### src/common/toc_pkg.sv
// constants shared by both ends of the timer output compare link
// assumes one 50 MHz clock and an active-low asynchronous reset
package toc_pkg;
	// ********************************
	// device byte map on the 8-bit bus
	// ********************************
	localparam logic [4:0] CNT_LO_ADDR   = 5'h00;
	localparam logic [4:0] CNT_HI_ADDR   = 5'h01;
	localparam logic [4:0] CMP_BASE_ADDR = 5'h02;
	localparam logic [4:0] CTRL_ADDR     = 5'h08;
	localparam logic [4:0] ACTION_ADDR   = 5'h09;
	localparam logic [4:0] IRQEN_ADDR    = 5'h0A;
	localparam logic [4:0] FLAGS_ADDR    = 5'h0B;
	localparam logic [4:0] FORCE_ADDR    = 5'h0C;
	localparam logic [4:0] PINDIR_ADDR   = 5'h0D;
	localparam logic [4:0] PORTVAL_ADDR  = 5'h0E;
	// ********************************
	// waveform modes and tops
	// ********************************
	localparam logic [3:0]  WGM_NORMAL     = 4'h0;
	localparam logic [3:0]  WGM_CTC_A      = 4'h4;
	localparam logic [3:0]  WGM_CTC_CAP    = 4'hC;
	localparam logic [3:0]  WGM_FAST_8     = 4'h5;
	localparam logic [3:0]  WGM_FAST_9     = 4'h6;
	localparam logic [3:0]  WGM_FAST_10    = 4'h7;
	localparam logic [3:0]  WGM_FAST_A     = 4'hF;
	localparam logic [15:0] TOP_MAX        = 16'hFFFF;
	localparam logic [15:0] TOP_8BIT       = 16'h00FF;
	localparam logic [15:0] TOP_9BIT       = 16'h01FF;
	localparam logic [15:0] TOP_10BIT      = 16'h03FF;
	localparam logic [1:0]  ACT_NONE       = 2'h0;
	localparam logic [1:0]  ACT_TOGGLE     = 2'h1;
	localparam logic [1:0]  ACT_CLEAR      = 2'h2;
	localparam logic [1:0]  ACT_SET        = 2'h3;
	localparam int          CH_COUNT       = 2;
	localparam int          PRESCALE       = 1;
	// ********************************
	// controller apb map
	// ********************************
	localparam logic [11:0] APB_CMD_ADDR    = 12'h000;
	localparam logic [11:0] APB_STATUS_ADDR = 12'h004;
	localparam logic [11:0] APB_ACK_ADDR    = 12'h008;
	localparam int          CMD_WRITE_BIT   = 16;
	localparam int          CMD_ADDR_POS    = 8;
endpackage : toc_pkg

### src/common/toc_if.sv
// link between the cpu-side controller and the timer compare device
// assumes both ends share pclk
`timescale 1ns/10ps
interface toc_if #(parameter int NCH = toc_pkg::CH_COUNT);
	logic [4:0]     cpu_addr;
	logic [7:0]     cpu_wdata;
	logic           cpu_wr;
	logic           cpu_rd;
	logic [7:0]     cpu_rdata;
	logic           cpu_rvalid;
	logic [NCH-1:0] irq_req;
	logic [NCH-1:0] irq_ack;

	modport dev (input cpu_addr, cpu_wdata, cpu_wr, cpu_rd, irq_ack,
		output cpu_rdata, cpu_rvalid, irq_req);
	modport cpu (output cpu_addr, cpu_wdata, cpu_wr, cpu_rd, irq_ack,
		input cpu_rdata, cpu_rvalid, irq_req);
endinterface : toc_if

### src/toc_device.sv
// output compare channels of a 16-bit timer/counter
// assumes a cpu end that writes high byte before low byte
// What this block does
// - compare full count with each compare register
// - match flag set one timer tick later
// - enabled flag raises interrupt request
// - flag cleared by service or writing one
// - channel A may define counter top
// - pwm modes double buffer, others bypass
// - cpu accesses buffer when buffering active
// - compare changed only by writes, direct read
// - high byte held, low write loads both
// - force strobe acts like match outside pwm, no flag
// - counter write blocks next tick's matches
// - counter written at top runs to max
// - software avoids writing bottom when downcounting
// - software presets state before pin direction
// - output state kept across mode changes
// - output action setting takes effect immediately
// - reset clears output state to zero
// - nonzero action overrides port pin value
// - action zero leaves state unchanged
// - action bits leave input capture alone
// - non-pwm actions toggle, clear or set
// - mode zero counts up, no clear
//
// Design decisions made here: register access over APB and the register addresses.
`timescale 1ns/10ps
module toc_device #(
	parameter int NCH      = toc_pkg::CH_COUNT,
	parameter int PRESCALE = toc_pkg::PRESCALE
) (
	// clock and reset
	input  wire logic           pclk,
	input  wire logic           presetn,
	// cpu link
	toc_if.dev                  link,
	// compare pins
	output logic [NCH-1:0]      pin_out,
	output logic [NCH-1:0]      pin_oe_n
);
	// ********************************
	// state
	// ********************************
	typedef struct packed {
		logic [15:0]           cnt;
		logic [7:0]            temp;
		logic [NCH-1:0][15:0]  cmp;
		logic [NCH-1:0][15:0]  cbuf;
		logic [NCH-1:0][1:0]   action;
		logic [NCH-1:0]        pend;
		logic [NCH-1:0]        flag;
		logic [NCH-1:0]        ie;
		logic [NCH-1:0]        state;
		logic [NCH-1:0]        dir;
		logic [NCH-1:0]        portval;
		logic [3:0]            wgm;
		logic                  run;
		logic                  block;
		logic [15:0]           div;
		logic [7:0]            rdata;
		logic                  rvalid;
		logic [NCH-1:0]        irq;
		logic [NCH-1:0]        pin_out;
		logic [NCH-1:0]        pin_oe_n;
	} toc_dev_state_t;

	toc_dev_state_t s_reg;
	toc_dev_state_t s_next;

	// buffering only in the pwm modes
	function automatic logic is_pwm(input logic [3:0] m);
		is_pwm = !(m == toc_pkg::WGM_NORMAL || m == toc_pkg::WGM_CTC_A
			|| m == toc_pkg::WGM_CTC_CAP);
	endfunction : is_pwm

	// capture-defined tops fall back to max: no capture register here
	function automatic logic [15:0] top_of(input logic [3:0] m, input logic [15:0] a);
		unique case (m)
			toc_pkg::WGM_CTC_A,
			toc_pkg::WGM_FAST_A:  top_of = a;
			toc_pkg::WGM_FAST_8:  top_of = toc_pkg::TOP_8BIT;
			toc_pkg::WGM_FAST_9:  top_of = toc_pkg::TOP_9BIT;
			toc_pkg::WGM_FAST_10: top_of = toc_pkg::TOP_10BIT;
			default:              top_of = toc_pkg::TOP_MAX;
		endcase
	endfunction : top_of

	// ********************************
	// next state
	// ********************************
	always_comb
	begin
		logic             tick;
		logic             pwm;
		logic             at_top;
		logic [15:0]      top;
		logic [NCH-1:0]   match;
		logic [NCH-1:0]   fire;
		logic [4:0]       lo_addr;
		s_next = s_reg;
		tick = 1'b0;
		at_top = 1'b0;
		pwm = is_pwm(s_reg.wgm);
		top = top_of(s_reg.wgm, s_reg.cmp[0]);
		match = '0;
		fire = '0;
		lo_addr = '0;
		s_next.rvalid = 1'b0;
		if (s_reg.run)
		begin
			if (s_reg.div == 16'(PRESCALE - 1))
			begin
				s_next.div = '0;
				tick = 1'b1;
			end
			else
			begin
				s_next.div = s_reg.div + 16'h0001;
			end
		end
		at_top = tick && !s_reg.block && s_reg.cnt == top;
		for (int i = 0; i < NCH; i++)
		begin
			match[i] = tick && !s_reg.block && s_reg.cnt == s_reg.cmp[i];
		end
		// flag clears first so a coinciding set wins
		for (int i = 0; i < NCH; i++)
		begin
			if (link.irq_ack[i])
				s_next.flag[i] = 1'b0;
		end
		if (link.cpu_wr && link.cpu_addr == toc_pkg::FLAGS_ADDR)
			s_next.flag = s_next.flag & ~link.cpu_wdata[NCH-1:0];
		if (tick)
		begin
			s_next.flag = s_next.flag | s_reg.pend;
			s_next.pend = match;
			s_next.block = 1'b0;
			s_next.cnt = at_top ? 16'h0000 : s_reg.cnt + 16'h0001;
		end
		if (pwm && at_top)
			s_next.cmp = s_reg.cbuf;
		// waveform action, force only outside pwm
		for (int i = 0; i < NCH; i++)
		begin
			fire[i] = match[i] || (!pwm && link.cpu_wr && link.cpu_addr == toc_pkg::FORCE_ADDR
				&& link.cpu_wdata[i]);
			if (fire[i])
			begin
				unique case (s_reg.action[i])
					toc_pkg::ACT_NONE:   s_next.state[i] = s_reg.state[i];
					toc_pkg::ACT_TOGGLE: s_next.state[i] = !s_reg.state[i];
					toc_pkg::ACT_CLEAR:  s_next.state[i] = pwm;
					toc_pkg::ACT_SET:    s_next.state[i] = !pwm;
				endcase
			end
			else if (pwm && at_top && s_reg.action[i][1])
			begin
				s_next.state[i] = s_reg.action[i][0];
			end
		end
		// cpu writes override counting
		if (link.cpu_wr)
		begin
			unique case (link.cpu_addr)
				toc_pkg::CNT_HI_ADDR: s_next.temp = link.cpu_wdata;
				toc_pkg::CNT_LO_ADDR:
				begin
					s_next.cnt = {s_reg.temp, link.cpu_wdata};
					s_next.block = 1'b1;
				end
				toc_pkg::CTRL_ADDR:
				begin
					s_next.wgm = link.cpu_wdata[3:0];
					s_next.run = link.cpu_wdata[4];
				end
				toc_pkg::ACTION_ADDR:
				begin
					for (int i = 0; i < NCH; i++)
						s_next.action[i] = link.cpu_wdata[2*i +: 2];
				end
				toc_pkg::IRQEN_ADDR:   s_next.ie = link.cpu_wdata[NCH-1:0];
				toc_pkg::PINDIR_ADDR:  s_next.dir = link.cpu_wdata[NCH-1:0];
				toc_pkg::PORTVAL_ADDR: s_next.portval = link.cpu_wdata[NCH-1:0];
				default:
				begin
					for (int i = 0; i < NCH; i++)
					begin
						lo_addr = 5'(toc_pkg::CMP_BASE_ADDR + 2 * i);
						if (link.cpu_addr == lo_addr + 5'h01)
							s_next.temp = link.cpu_wdata;
						else if (link.cpu_addr == lo_addr && pwm)
							s_next.cbuf[i] = {s_reg.temp, link.cpu_wdata};
						else if (link.cpu_addr == lo_addr)
							s_next.cmp[i] = {s_reg.temp, link.cpu_wdata};
					end
				end
			endcase
		end
		// reads answer one cycle after the strobe
		if (link.cpu_rd)
		begin
			s_next.rvalid = 1'b1;
			s_next.rdata = 8'h00;
			unique case (link.cpu_addr)
				toc_pkg::CNT_LO_ADDR:
				begin
					s_next.rdata = s_reg.cnt[7:0];
					s_next.temp = s_reg.cnt[15:8];
				end
				toc_pkg::CNT_HI_ADDR:  s_next.rdata = s_reg.temp;
				toc_pkg::CTRL_ADDR:    s_next.rdata = {3'h0, s_reg.run, s_reg.wgm};
				toc_pkg::ACTION_ADDR:  s_next.rdata = 8'(s_reg.action);
				toc_pkg::IRQEN_ADDR:   s_next.rdata = 8'(s_reg.ie);
				toc_pkg::FLAGS_ADDR:   s_next.rdata = 8'(s_reg.flag);
				toc_pkg::PINDIR_ADDR:  s_next.rdata = 8'(s_reg.dir);
				toc_pkg::PORTVAL_ADDR: s_next.rdata = 8'(s_reg.portval);
				default:
				begin
					for (int i = 0; i < NCH; i++)
					begin
						lo_addr = 5'(toc_pkg::CMP_BASE_ADDR + 2 * i);
						if (link.cpu_addr == lo_addr)
							s_next.rdata = pwm ? s_reg.cbuf[i][7:0] : s_reg.cmp[i][7:0];
						else if (link.cpu_addr == lo_addr + 5'h01)
							s_next.rdata = pwm ? s_reg.cbuf[i][15:8] : s_reg.cmp[i][15:8];
					end
				end
			endcase
		end
		s_next.irq = s_next.flag & s_next.ie;
		// action bits only steer the pin, capture is untouched
		for (int i = 0; i < NCH; i++)
		begin
			s_next.pin_out[i] = (s_next.action[i] != toc_pkg::ACT_NONE) ?
				s_next.state[i] : s_next.portval[i];
			s_next.pin_oe_n[i] = !s_next.dir[i];
		end
	end

	// ********************************
	// registers
	// ********************************
	always_ff @(posedge pclk or negedge presetn)
	begin
		if (!presetn)
		begin
			s_reg <= '0;
			s_reg.pin_oe_n <= '1;
		end
		else
		begin
			s_reg <= s_next;
		end
	end

	assign link.cpu_rdata  = s_reg.rdata;
	assign link.cpu_rvalid = s_reg.rvalid;
	assign link.irq_req    = s_reg.irq;
	assign pin_out         = s_reg.pin_out;
	assign pin_oe_n        = s_reg.pin_oe_n;
endmodule : toc_device

### src/flat_wrapper.sv
// flat-port wrapper written by rule: the top's interface ports become plain ports
module toc_device_flat 
#(
	parameter int NCH      = toc_pkg::CH_COUNT,
	parameter int PRESCALE = toc_pkg::PRESCALE
)
  (pclk, presetn, pin_out, pin_oe_n, link_cpu_addr, link_cpu_wdata, link_cpu_wr, link_cpu_rd, link_irq_ack, link_cpu_rdata, link_cpu_rvalid, link_irq_req);
  toc_if #(.NCH(NCH)) link_i ();
  input  wire logic pclk;
  input  wire logic presetn;
  output logic [NCH-1:0] pin_out;
  output logic [NCH-1:0] pin_oe_n;
  input wire logic [$bits(link_i.cpu_addr)-1:0] link_cpu_addr;
  input wire logic [$bits(link_i.cpu_wdata)-1:0] link_cpu_wdata;
  input wire logic [$bits(link_i.cpu_wr)-1:0] link_cpu_wr;
  input wire logic [$bits(link_i.cpu_rd)-1:0] link_cpu_rd;
  input wire logic [$bits(link_i.irq_ack)-1:0] link_irq_ack;
  output wire logic [$bits(link_i.cpu_rdata)-1:0] link_cpu_rdata;
  output wire logic [$bits(link_i.cpu_rvalid)-1:0] link_cpu_rvalid;
  output wire logic [$bits(link_i.irq_req)-1:0] link_irq_req;
  assign link_i.cpu_addr = link_cpu_addr;
  assign link_i.cpu_wdata = link_cpu_wdata;
  assign link_i.cpu_wr = link_cpu_wr;
  assign link_i.cpu_rd = link_cpu_rd;
  assign link_i.irq_ack = link_irq_ack;
  assign link_cpu_rdata = link_i.cpu_rdata;
  assign link_cpu_rvalid = link_i.cpu_rvalid;
  assign link_irq_req = link_i.irq_req;
  toc_device #(.NCH(NCH), .PRESCALE(PRESCALE)) u_core (.pclk(pclk), .presetn(presetn), .link(link_i), .pin_out(pin_out), .pin_oe_n(pin_oe_n));
endmodule
### config.mk
export PLATFORM = sky130hd
export DESIGN_NAME = toc_device_flat
export DESIGN_NICKNAME = d
export VERILOG_FILES = /design/src/common/toc_pkg.sv /design/src/common/toc_if.sv /design/src/toc_device.sv /design/src/flat_wrapper.sv
export SDC_FILE = /design/constraint.sdc
export NUM_CORES = 1
export LEC_CHECK = 0
export BUFFER_PORTS_ARGS = -buffer_cell sky130_fd_sc_hd__clkbuf_2
export CAP_MARGIN = 20
export CORE_AREA = 10 10 133 135
export CTS_BUF_LIST = sky130_fd_sc_hd__clkbuf_16
export DETAILED_ROUTE_END_ITERATION = 8
export DIE_AREA = 0 0 143 145
export PLACE_DENSITY = 0.75
export SYNTH_ARGS = -nofsm -noshare
export SYNTH_HDL_FRONTEND = slang
export SYNTH_SLANG_ARGS = --single-unit
### constraint.sdc
create_clock -name pclk -period 2.8 [get_ports pclk]
set_clock_uncertainty 0.15 [all_clocks]
set_input_delay 0.28 -clock pclk [delete_from_list [all_inputs] [get_ports pclk]]
set_output_delay 0.28 -clock pclk [all_outputs]
set_load 0.02 [all_outputs]
==> run summary, run 1 <==
The number of flip-flops and latches in the synthesized netlist is 141, and the total number of H-tree levels is 4. Synthesis produced 908 cells. Summed over all cells, the static leakage comes to 4.07 nW.

Yosys mapped a number of flops with a built-in enable equal to 0. The synthesis-to-finish area growth is 14.7%, and the fmax is 373 MHz. The share of power burned in the clock network came out at 0.302.

The clock drives 141 sinks. The number of different library cells in the post-synthesis netlist was 75; the slew of the pin with the lowest slew margin was 0.641 ns. For the arrival time of the worst setup path, the log shows 2.81 ns. Type of the setup path with the least slack: reg -> reg. The most critical setup path has its endpoint at u_core.s_reg[128]. The run gives 966 as the net count reported at finish. The tool flagged a number of max-cap violations equal to 0. The worst register-to-register path has a depth of 8. The aggregate global-route resource usage came out at 0.254. During I/O placement, the number of pins put on the boundary was 34. For the number of max-slew violations in the final report, the log shows 0. Among all flip-flop cells after synthesis, the most frequent one is dfrtp_1. The share of final-layout standard cells stronger than drive strength 1 came out at 0.201. The die is 143 microns wide. The final setup slack of the worst path came out at 0.122 ns. Number of global-route vias before repair: 7351. For this design the ratio of total power to cell area is 818 nW/um^2. The run gives 8280 sq um as the post-synthesis cell area. The first routing iteration left 1131 violations. The first global-routing pass estimated 41900 microns of wire.

The run gives 45 as the total number of placement rows. Clock latency on the worst-skew pair: 0.43 ns. The count of nets left with antenna violations once routing finished came out at 0. The most common cell after layout, fill and taps aside is dfrtp_1. For the worst-case clock buffer depth, the log shows 2. The library cell with the largest summed area after synthesis is dfrtp_1. The tools report the design area as 9500 sq um. The final design utilization was 0.632; the number of nets produced by synthesis was 930. By area the synthesized netlist is led by dfrtp_1 (42%), mux2_2 (5.3%), nand2_1 (4.1%), xor2_1 (3.7%), nor2_1 (3.6%).

On the final layout, the worst hold slack is 0.0223 ns. The cell with the biggest individual delay on the critical path is dfrtp_1. For the number of endpoints with negative hold slack in the final report, the log shows 0. The die covers 20700 sq um. The number of I/O port buffers came out at 33.

For the finished layout, the period the worst path requires is 2.68 ns. The top cell type's share of synthesized area is 0.420. The region available for standard cell placement spans 15000 sq um. The final weighted congestion in routability-driven placement is 1.01, and the final setup violation count is 0. Flip-flop count of the largest register, all copies and words added: 126.

For the worst setup path, the data required time is 2.93 ns. The number of antenna violations at the first check in global routing came out at 0. For this run, the number of Yosys warnings is 0. The internal portion of the total power is 4.94 mW. CTS placed an instance of clkbuf_16 at the clock tree root.

Net switching share of the total power: 0.364. In this run, CTS created clock tree buffers numbering 17. In the layout the commonest cells are dfrtp_1 (137), nand2_1 (91), nor2_1 (79). The mean number of vias per cell was 6.64; the clock input transition at the sequential cells of the worst setup and hold paths was 0.06 ns. The tools report the largest net degree at the start of global routing as 55.

In this run the worst hold path is classified as in -> reg. After detailed routing, the average wire length per cell comes to 23.1 microns. The tools report the starting density of the core as 0.551. The worst slew slack as a fraction of its limit is 0.562, and the number of diodes added for antenna fixing is 0. The critical path goes through or2_0 -> a2111o_1 -> o211ai_2 -> nand4_1 -> nor4_2 -> and2_1 -> buf_4 -> o31ai_1. The capture instance of the worst register-to-register path was u_core.s_reg[128]. The post-route fraction of the period consumed by the critical path is 0.956.

Global routing finished with a remaining overflow of 0. The design draws 7.77 mW. The share of synthesized flip-flops with an asynchronous set or reset is 1.00, and the standard cell area after detailed placement is 8830 sq um.

The number of remaining DRC errors was 0; the pre-CTS setup slack was 0.0202 ns. TritonCTS built the clock tree. The placed wire-length estimate after detailed placement came out at 18500 microns.

STA classifies the critical path endpoint as a flop. The sequential share of the synthesized area was 0.427; the switching component of the power was 2.83 mW. The worst register-to-register path has a setup slack of 0.12 ns. The tools report the number of iterations in the first detailed-routing pass as 8.

Across the VDD grid, the largest voltage drop is 0.516 mV. The tools report the launch point of the worst reg-to-reg path as u_core.s_reg[36]. Each instance of the synthesized netlist takes up on average 9.12 sq um.

The detailed router placed 7593 vias in this run. The tools report the startpoint type of the worst setup path as a flop. Measured along the y axis, the die boundary spans 145 microns. The run finished with clean final reports. The part of the power in registers came out at 0.382.

The largest stage delay on the critical path is 0.48 ns, and the total routed wirelength is 26400 microns. In this run the worst path has a maximum fanout of 9. The tools report the power share of the combinational group as 0.316. The critical path starts at u_core.s_reg[36].
how the worst min path moves through the flow:
stage                 startpoint                        to  cells after the start
2_1_floorplan            presetn  u_core.link.cpu_rdata[0]                      0
3_3_place_gp             presetn          u_core.s_reg[29]                      1
3_5_place_dp             presetn          u_core.s_reg[30]                      1
4_1_cts        link_cpu_wdata[6]         u_core.s_reg[131]                      3
5_1_grt        link_cpu_wdata[6]         u_core.s_reg[131]                      3
6_report       link_cpu_wdata[6]         u_core.s_reg[131]                      3
power groups by stage:
| stage | sequential (mW) | clock [mW] | combinational, mW |
|---|---|---|---|
| 4_1_cts | 2.93 | 2.36 | 2.38 |
| 5_1_grt | 3.00 | 2.45 | 2.66 |
| 3_5_place_dp | 2.96 | 0 | 2.34 |
| 3_3_place_gp | 2.94 | 0 | 2.31 |
| 6_report | 2.96 | 2.35 | 2.46 |
| 2_1_floorplan | 2.77 | 0 | 1.62 |
routing by layer:
metal / routed length, microns / global-route usage / vias up
met2: 11900 / 0.377 / 492
li1: - / - / 3357
met4: 1040 / 0.105 / 0
met3: 2770 / 0.0616 / 79
met5: 0 / 0 / -
met1: 10700 / 0.346 / 3665
cells in the mapped netlist, types with 12 or more instances:
cell / count
dfrtp_1: 139
nand2_1: 91
nor2_1: 79
nand3_1: 53
o21ai_0: 51
clkbuf_1: 46
a31oi_1: 40
a21oi_1: 39
mux2_2: 39
xor2_1: 35
inv_1: 20
xnor2_1: 19
buf_4: 16
o31ai_1: 16
mux2i_1: 15
buf_2: 13
nor3_1: 13
nor4_1: 12
what timing repair did:
item / 4_1_cts / 5_1_grt
buffers inserted: 0 / 1
cloned: 0 / 0
resized for setup: 1 / 10
endpoints found under the setup margin: 1 / 51
hold endpoints to repair: 103 / 0
hold buffers: 1 / 0
pin swaps: 0 / 2
metrics by stage:
stage / cells / TNS (ns)
after floorplan: 908 / 0
after global placement: 1111 / 0
after detailed placement: 1111 / 0
after CTS: 1143 / 0
after global routing: 1144 / -0.0125
final: 1144 / 0
worst max-delay path: cells and delay by family, from the launching register on:
family	cells	cell delay (ns)
and+or+nand+nor	4	1.07
AOI/OAI and AO/OA	3	0.68
DFF	1	0.48
buffers and inverters	1	0.15
logic make-up (layout without fill, tap and decap cells):
group	after synthesis	count (layout)	synth area share
fa+ha+maj	3	3	0.00453
mux	54	54	0.0712
flops	141	141	0.427
xor+xnor	54	54	0.0571
simple gates	329	329	0.199
buf+inv	103	151	0.0577
compound gates	224	224	0.184
final cells by class:
class                           count  area, sq um
Clock buffer                       17          425
Multi-Input combinational cell    664         4320
Fill cell                        1207         5540
Clock inverter                     14          178
Tap cell                          188          235
Sequential cell                   141         3530
Timing Repair Buffer               96          713
Inverter                           24         90.1
Note: power is estimated with default switching activity, not from simulation.
==> run 2: changes to the inputs <==
--- a/config.mk
+++ b/config.mk
@@ -12,6 +12,7 @@
 export DETAILED_ROUTE_END_ITERATION = 8
 export DIE_AREA = 0 0 143 145
 export PLACE_DENSITY = 0.75
+export REMOVE_ABC_BUFFERS = 1
 export SYNTH_ARGS = -nofsm -noshare
 export SYNTH_HDL_FRONTEND = slang
 export SYNTH_SLANG_ARGS = --single-unit
==> run 2 against run 1 <==
  * First-iteration DRC count down 7.8%
  * Wire length rose by 0.64%
  * Utilization rose by 0.37 points
==> run summary, run 2 (synthesized netlist as in run 1, its figures left out) <==
The fmax was 370 MHz (-1.0%). The run gives 45 (unchanged) as the total number of placement rows. The multi-input combinational cell area is 4370 sq um (+1.0%), and the share of final-layout standard cells stronger than drive strength 1 is 0.214 (+0.0129). The detail-routed net length per standard cell works out to 23.1 microns (about the same).

For the worst-case clock buffer depth, the log shows 2 (unchanged). The largest individual stage delay along the critical path comes from the cell dfrtp_2. The run gives 0.255 (+0.00122) as the aggregate global-route resource usage. The max-cap violation count is 0 (unchanged), and the slew of the pin with the lowest slew margin is 0.768 ns (+0.127 ns).

The reported leakage power was 4.09 nW (+0.52%); the count of pins on the block boundary was 34 (unchanged). The final worst hold slack is 0.00564 ns (-0.0167 ns). Total number of H-tree levels: 4 (unchanged). Arrival time of the worst setup path: 2.86 ns (+0.05 ns).

The filler-free cell count of the finished design was 1152 (+0.70%). The run gives 0.551 (unchanged) as the starting density of the core. The horizontal extent of the die was 143 microns (unchanged). Leaving out fill and tap cells, the most frequent cells in the layout are dfrtp_1 (138), nand2_1 (91), nor2_1 (79). The mean number of vias per cell was 6.62 (-0.25%); the ratio of total power to cell area was 794 nW/um^2 (-2.9%). The detailed router's first-iteration violation count came out at 1043 (-7.8%). The largest stage delay on the critical path came out at 0.46 ns (-0.02 ns). The logs give 0 (unchanged) for the number of max-slew violations in the final report and 0.0945 ns (-0.0274 ns) for the final setup slack of the worst path. The final global-route overflow total came out at 0 (unchanged). The number of endpoints with negative hold slack in the final report is 0 (unchanged). The total routed wirelength came out at 26600 microns (+0.64%). The cell family contributing the most delay on the critical path is compound AO/OA/AOI/OAI gates.

The buffer and inverter count on the worst path is 2 (+1), and the net count reported at finish is 973 (+0.72%). The run gives 0.488 (-0.0736) as the worst slew slack as a fraction of its limit. The tools report the cell at the root of the clock tree as clkbuf_16. The tools report the number of antenna violations at the first check in global routing as 0 (unchanged). The time the final worst path needs with I/O delays and setup was 2.71 ns (+0.0274 ns).

The run finished with clean final reports. The run gives 1247 (+3.3%) as the count of fill cells added during filler insertion. The post-CTS setup buffer count was 0 (unchanged). Leaving out fill and tap cells, the most frequent cell in the layout is dfrtp_1. The first-pass GRT wire length was 41700 microns (-0.46%). The post-route fraction of the period consumed by the critical path came out at 0.966 (+0.00979).

Number of I/O port buffers: 33 (unchanged). The run gives 17 (unchanged) as the total CTS buffers. The area taken by flip-flops and latches was 3530 sq um (about the same); the final antenna-violating net count was 0 (unchanged). The number of global-route vias before repair was 7497 (+2.0%).

Overall via count from detail_route: 7627 (+0.45%). The worst setup path is launched from a flop. The tools report the critical path capture point type as a flop. The worst IR drop on VDD was 0.473 mV (-8.4%). The maximum fanout along the worst path works out to 12 (+3). Walking the worst path, the cells encountered are buf_4 -> and2b_1 -> o21ai_0 -> nand2_1 -> a211o_1 -> o211a_1 -> and2_1 -> buf_12 -> o31ai_1. The logs give 18800 microns (+2.1%) for the placed wire-length estimate after detailed placement and 1.03 (+2.5%) for the final weighted congestion in routability-driven placement.

In this run the worst hold path is classified as in -> reg. The total power of the final layout is 7.59 mW (-2.3%). The number of diodes added for antenna fixing came out at 0 (unchanged). The final setup violation count was 0 (unchanged).

Type of the setup path with the least slack: reg -> reg. The clock input transition at the sequential cells of the worst setup and hold paths came out at 0.07 ns (about the same). The clock latency on the worst-skew pair was 0.44 ns (about the same); the total die area was 20700 sq um (unchanged). The flip-flop count of the largest register, all copies and words added was 126 (unchanged). For the final design utilization, the log shows 0.635 (+0.00366).

From synthesis to final layout, the design area changed by 15.4%. The tools report the number of remaining DRC errors as 0 (unchanged). TritonCTS built the clock tree.

The number of iterations in the first detailed-routing pass is 8 (unchanged), and the y dimension of the die is 145 microns (unchanged). The logs give 15000 sq um (unchanged) for the core area and 93 (+69%) for the largest net degree at the start of global routing. For the critical path data required time, the log shows 2.95 ns (+0.02 ns). For the clock net sink count, the log shows 141 (unchanged).

The number of placed cells counting well taps was 1119 (+0.72%). Pre-CTS setup slack: -0.0656 ns (-0.0858 ns).
## run 2: changes by cell type in the layout (fill, tap and decap cells not counted), sizes merged
| cell | previous run | this run |
|---|---|---|
| inv | 27 | 33 |
| clkinv | 5 | 2 |
| clkinvlp | 2 | 4 |
| buf | 63 | 70 |
| bufinv | 4 | 0 |
## run 2: what timing repair did
action	in CTS	in global routing
pin swaps	0	3
hold endpoints to repair	140	0
resized for setup	2	13
hold buffers	1	0
endpoints found under the setup margin	2	42
## run 2: per-stage QoR
stage          setup TNS [ns]  area, sq um
6_report                    0         9550
5_1_grt               -0.0187         9550
4_1_cts                     0         9470
3_5_place_dp           -0.118         8900
3_3_place_gp         -0.00712         8900
2_1_floorplan          -21.91         7890
## run 2: tightest hold or removal path: stages
cell,delay (ns)
clkbuf_2,0.14
nand2_1,0.07
o31ai_1,0.06
## run 2: layer usage
metal	track usage	vias up	wire (microns)
met1	0.341	3707	10800
li1	-	3369	-
met5	0	-	0
met3	0.0593	98	2540
met2	0.376	453	11900
met4	0.134	0	1290
## run 2: area by class of cell
| cell class | instances | share of cell area |
|---|---|---|
| multi-input cells | 664 | 0.457 |
| flip-flops and latches | 141 | 0.370 |
| repair buffers | 103 | 0.0811 |
| clock buffers | 17 | 0.0445 |
| well taps | 188 | 0.0246 |
| clock inverters | 15 | 0.0135 |
| inverters | 24 | 0.00943 |
## run 2: path summary, 6_finish.rpt
kind                                   start  depth (start not counted)                 to  slack [ns]
setup reg to reg            u_core.s_reg[34]                          9  u_core.s_reg[131]        0.09
max in group asynchronous            presetn                          3  u_core.s_reg[127]        1.59
hold reg to reg             u_core.s_reg[48]                          1   u_core.s_reg[48]        0.35
hold / removal             link_cpu_wdata[5]                          3  u_core.s_reg[130]       0.006
setup / recovery            u_core.s_reg[34]                          9  u_core.s_reg[131]        0.09
min in group asynchronous            presetn                          2   u_core.s_reg[39]        0.11
## run 2: report_power, final
part           total (mW)  switching [mW]  internal [mW]  leakage [nW]
Clock                2.16           0.994           1.16         0.265
Combinational        2.48            1.45           1.03          2.11
Sequential           2.94           0.494           2.45          1.72
Total                7.59            2.94           4.65          4.09
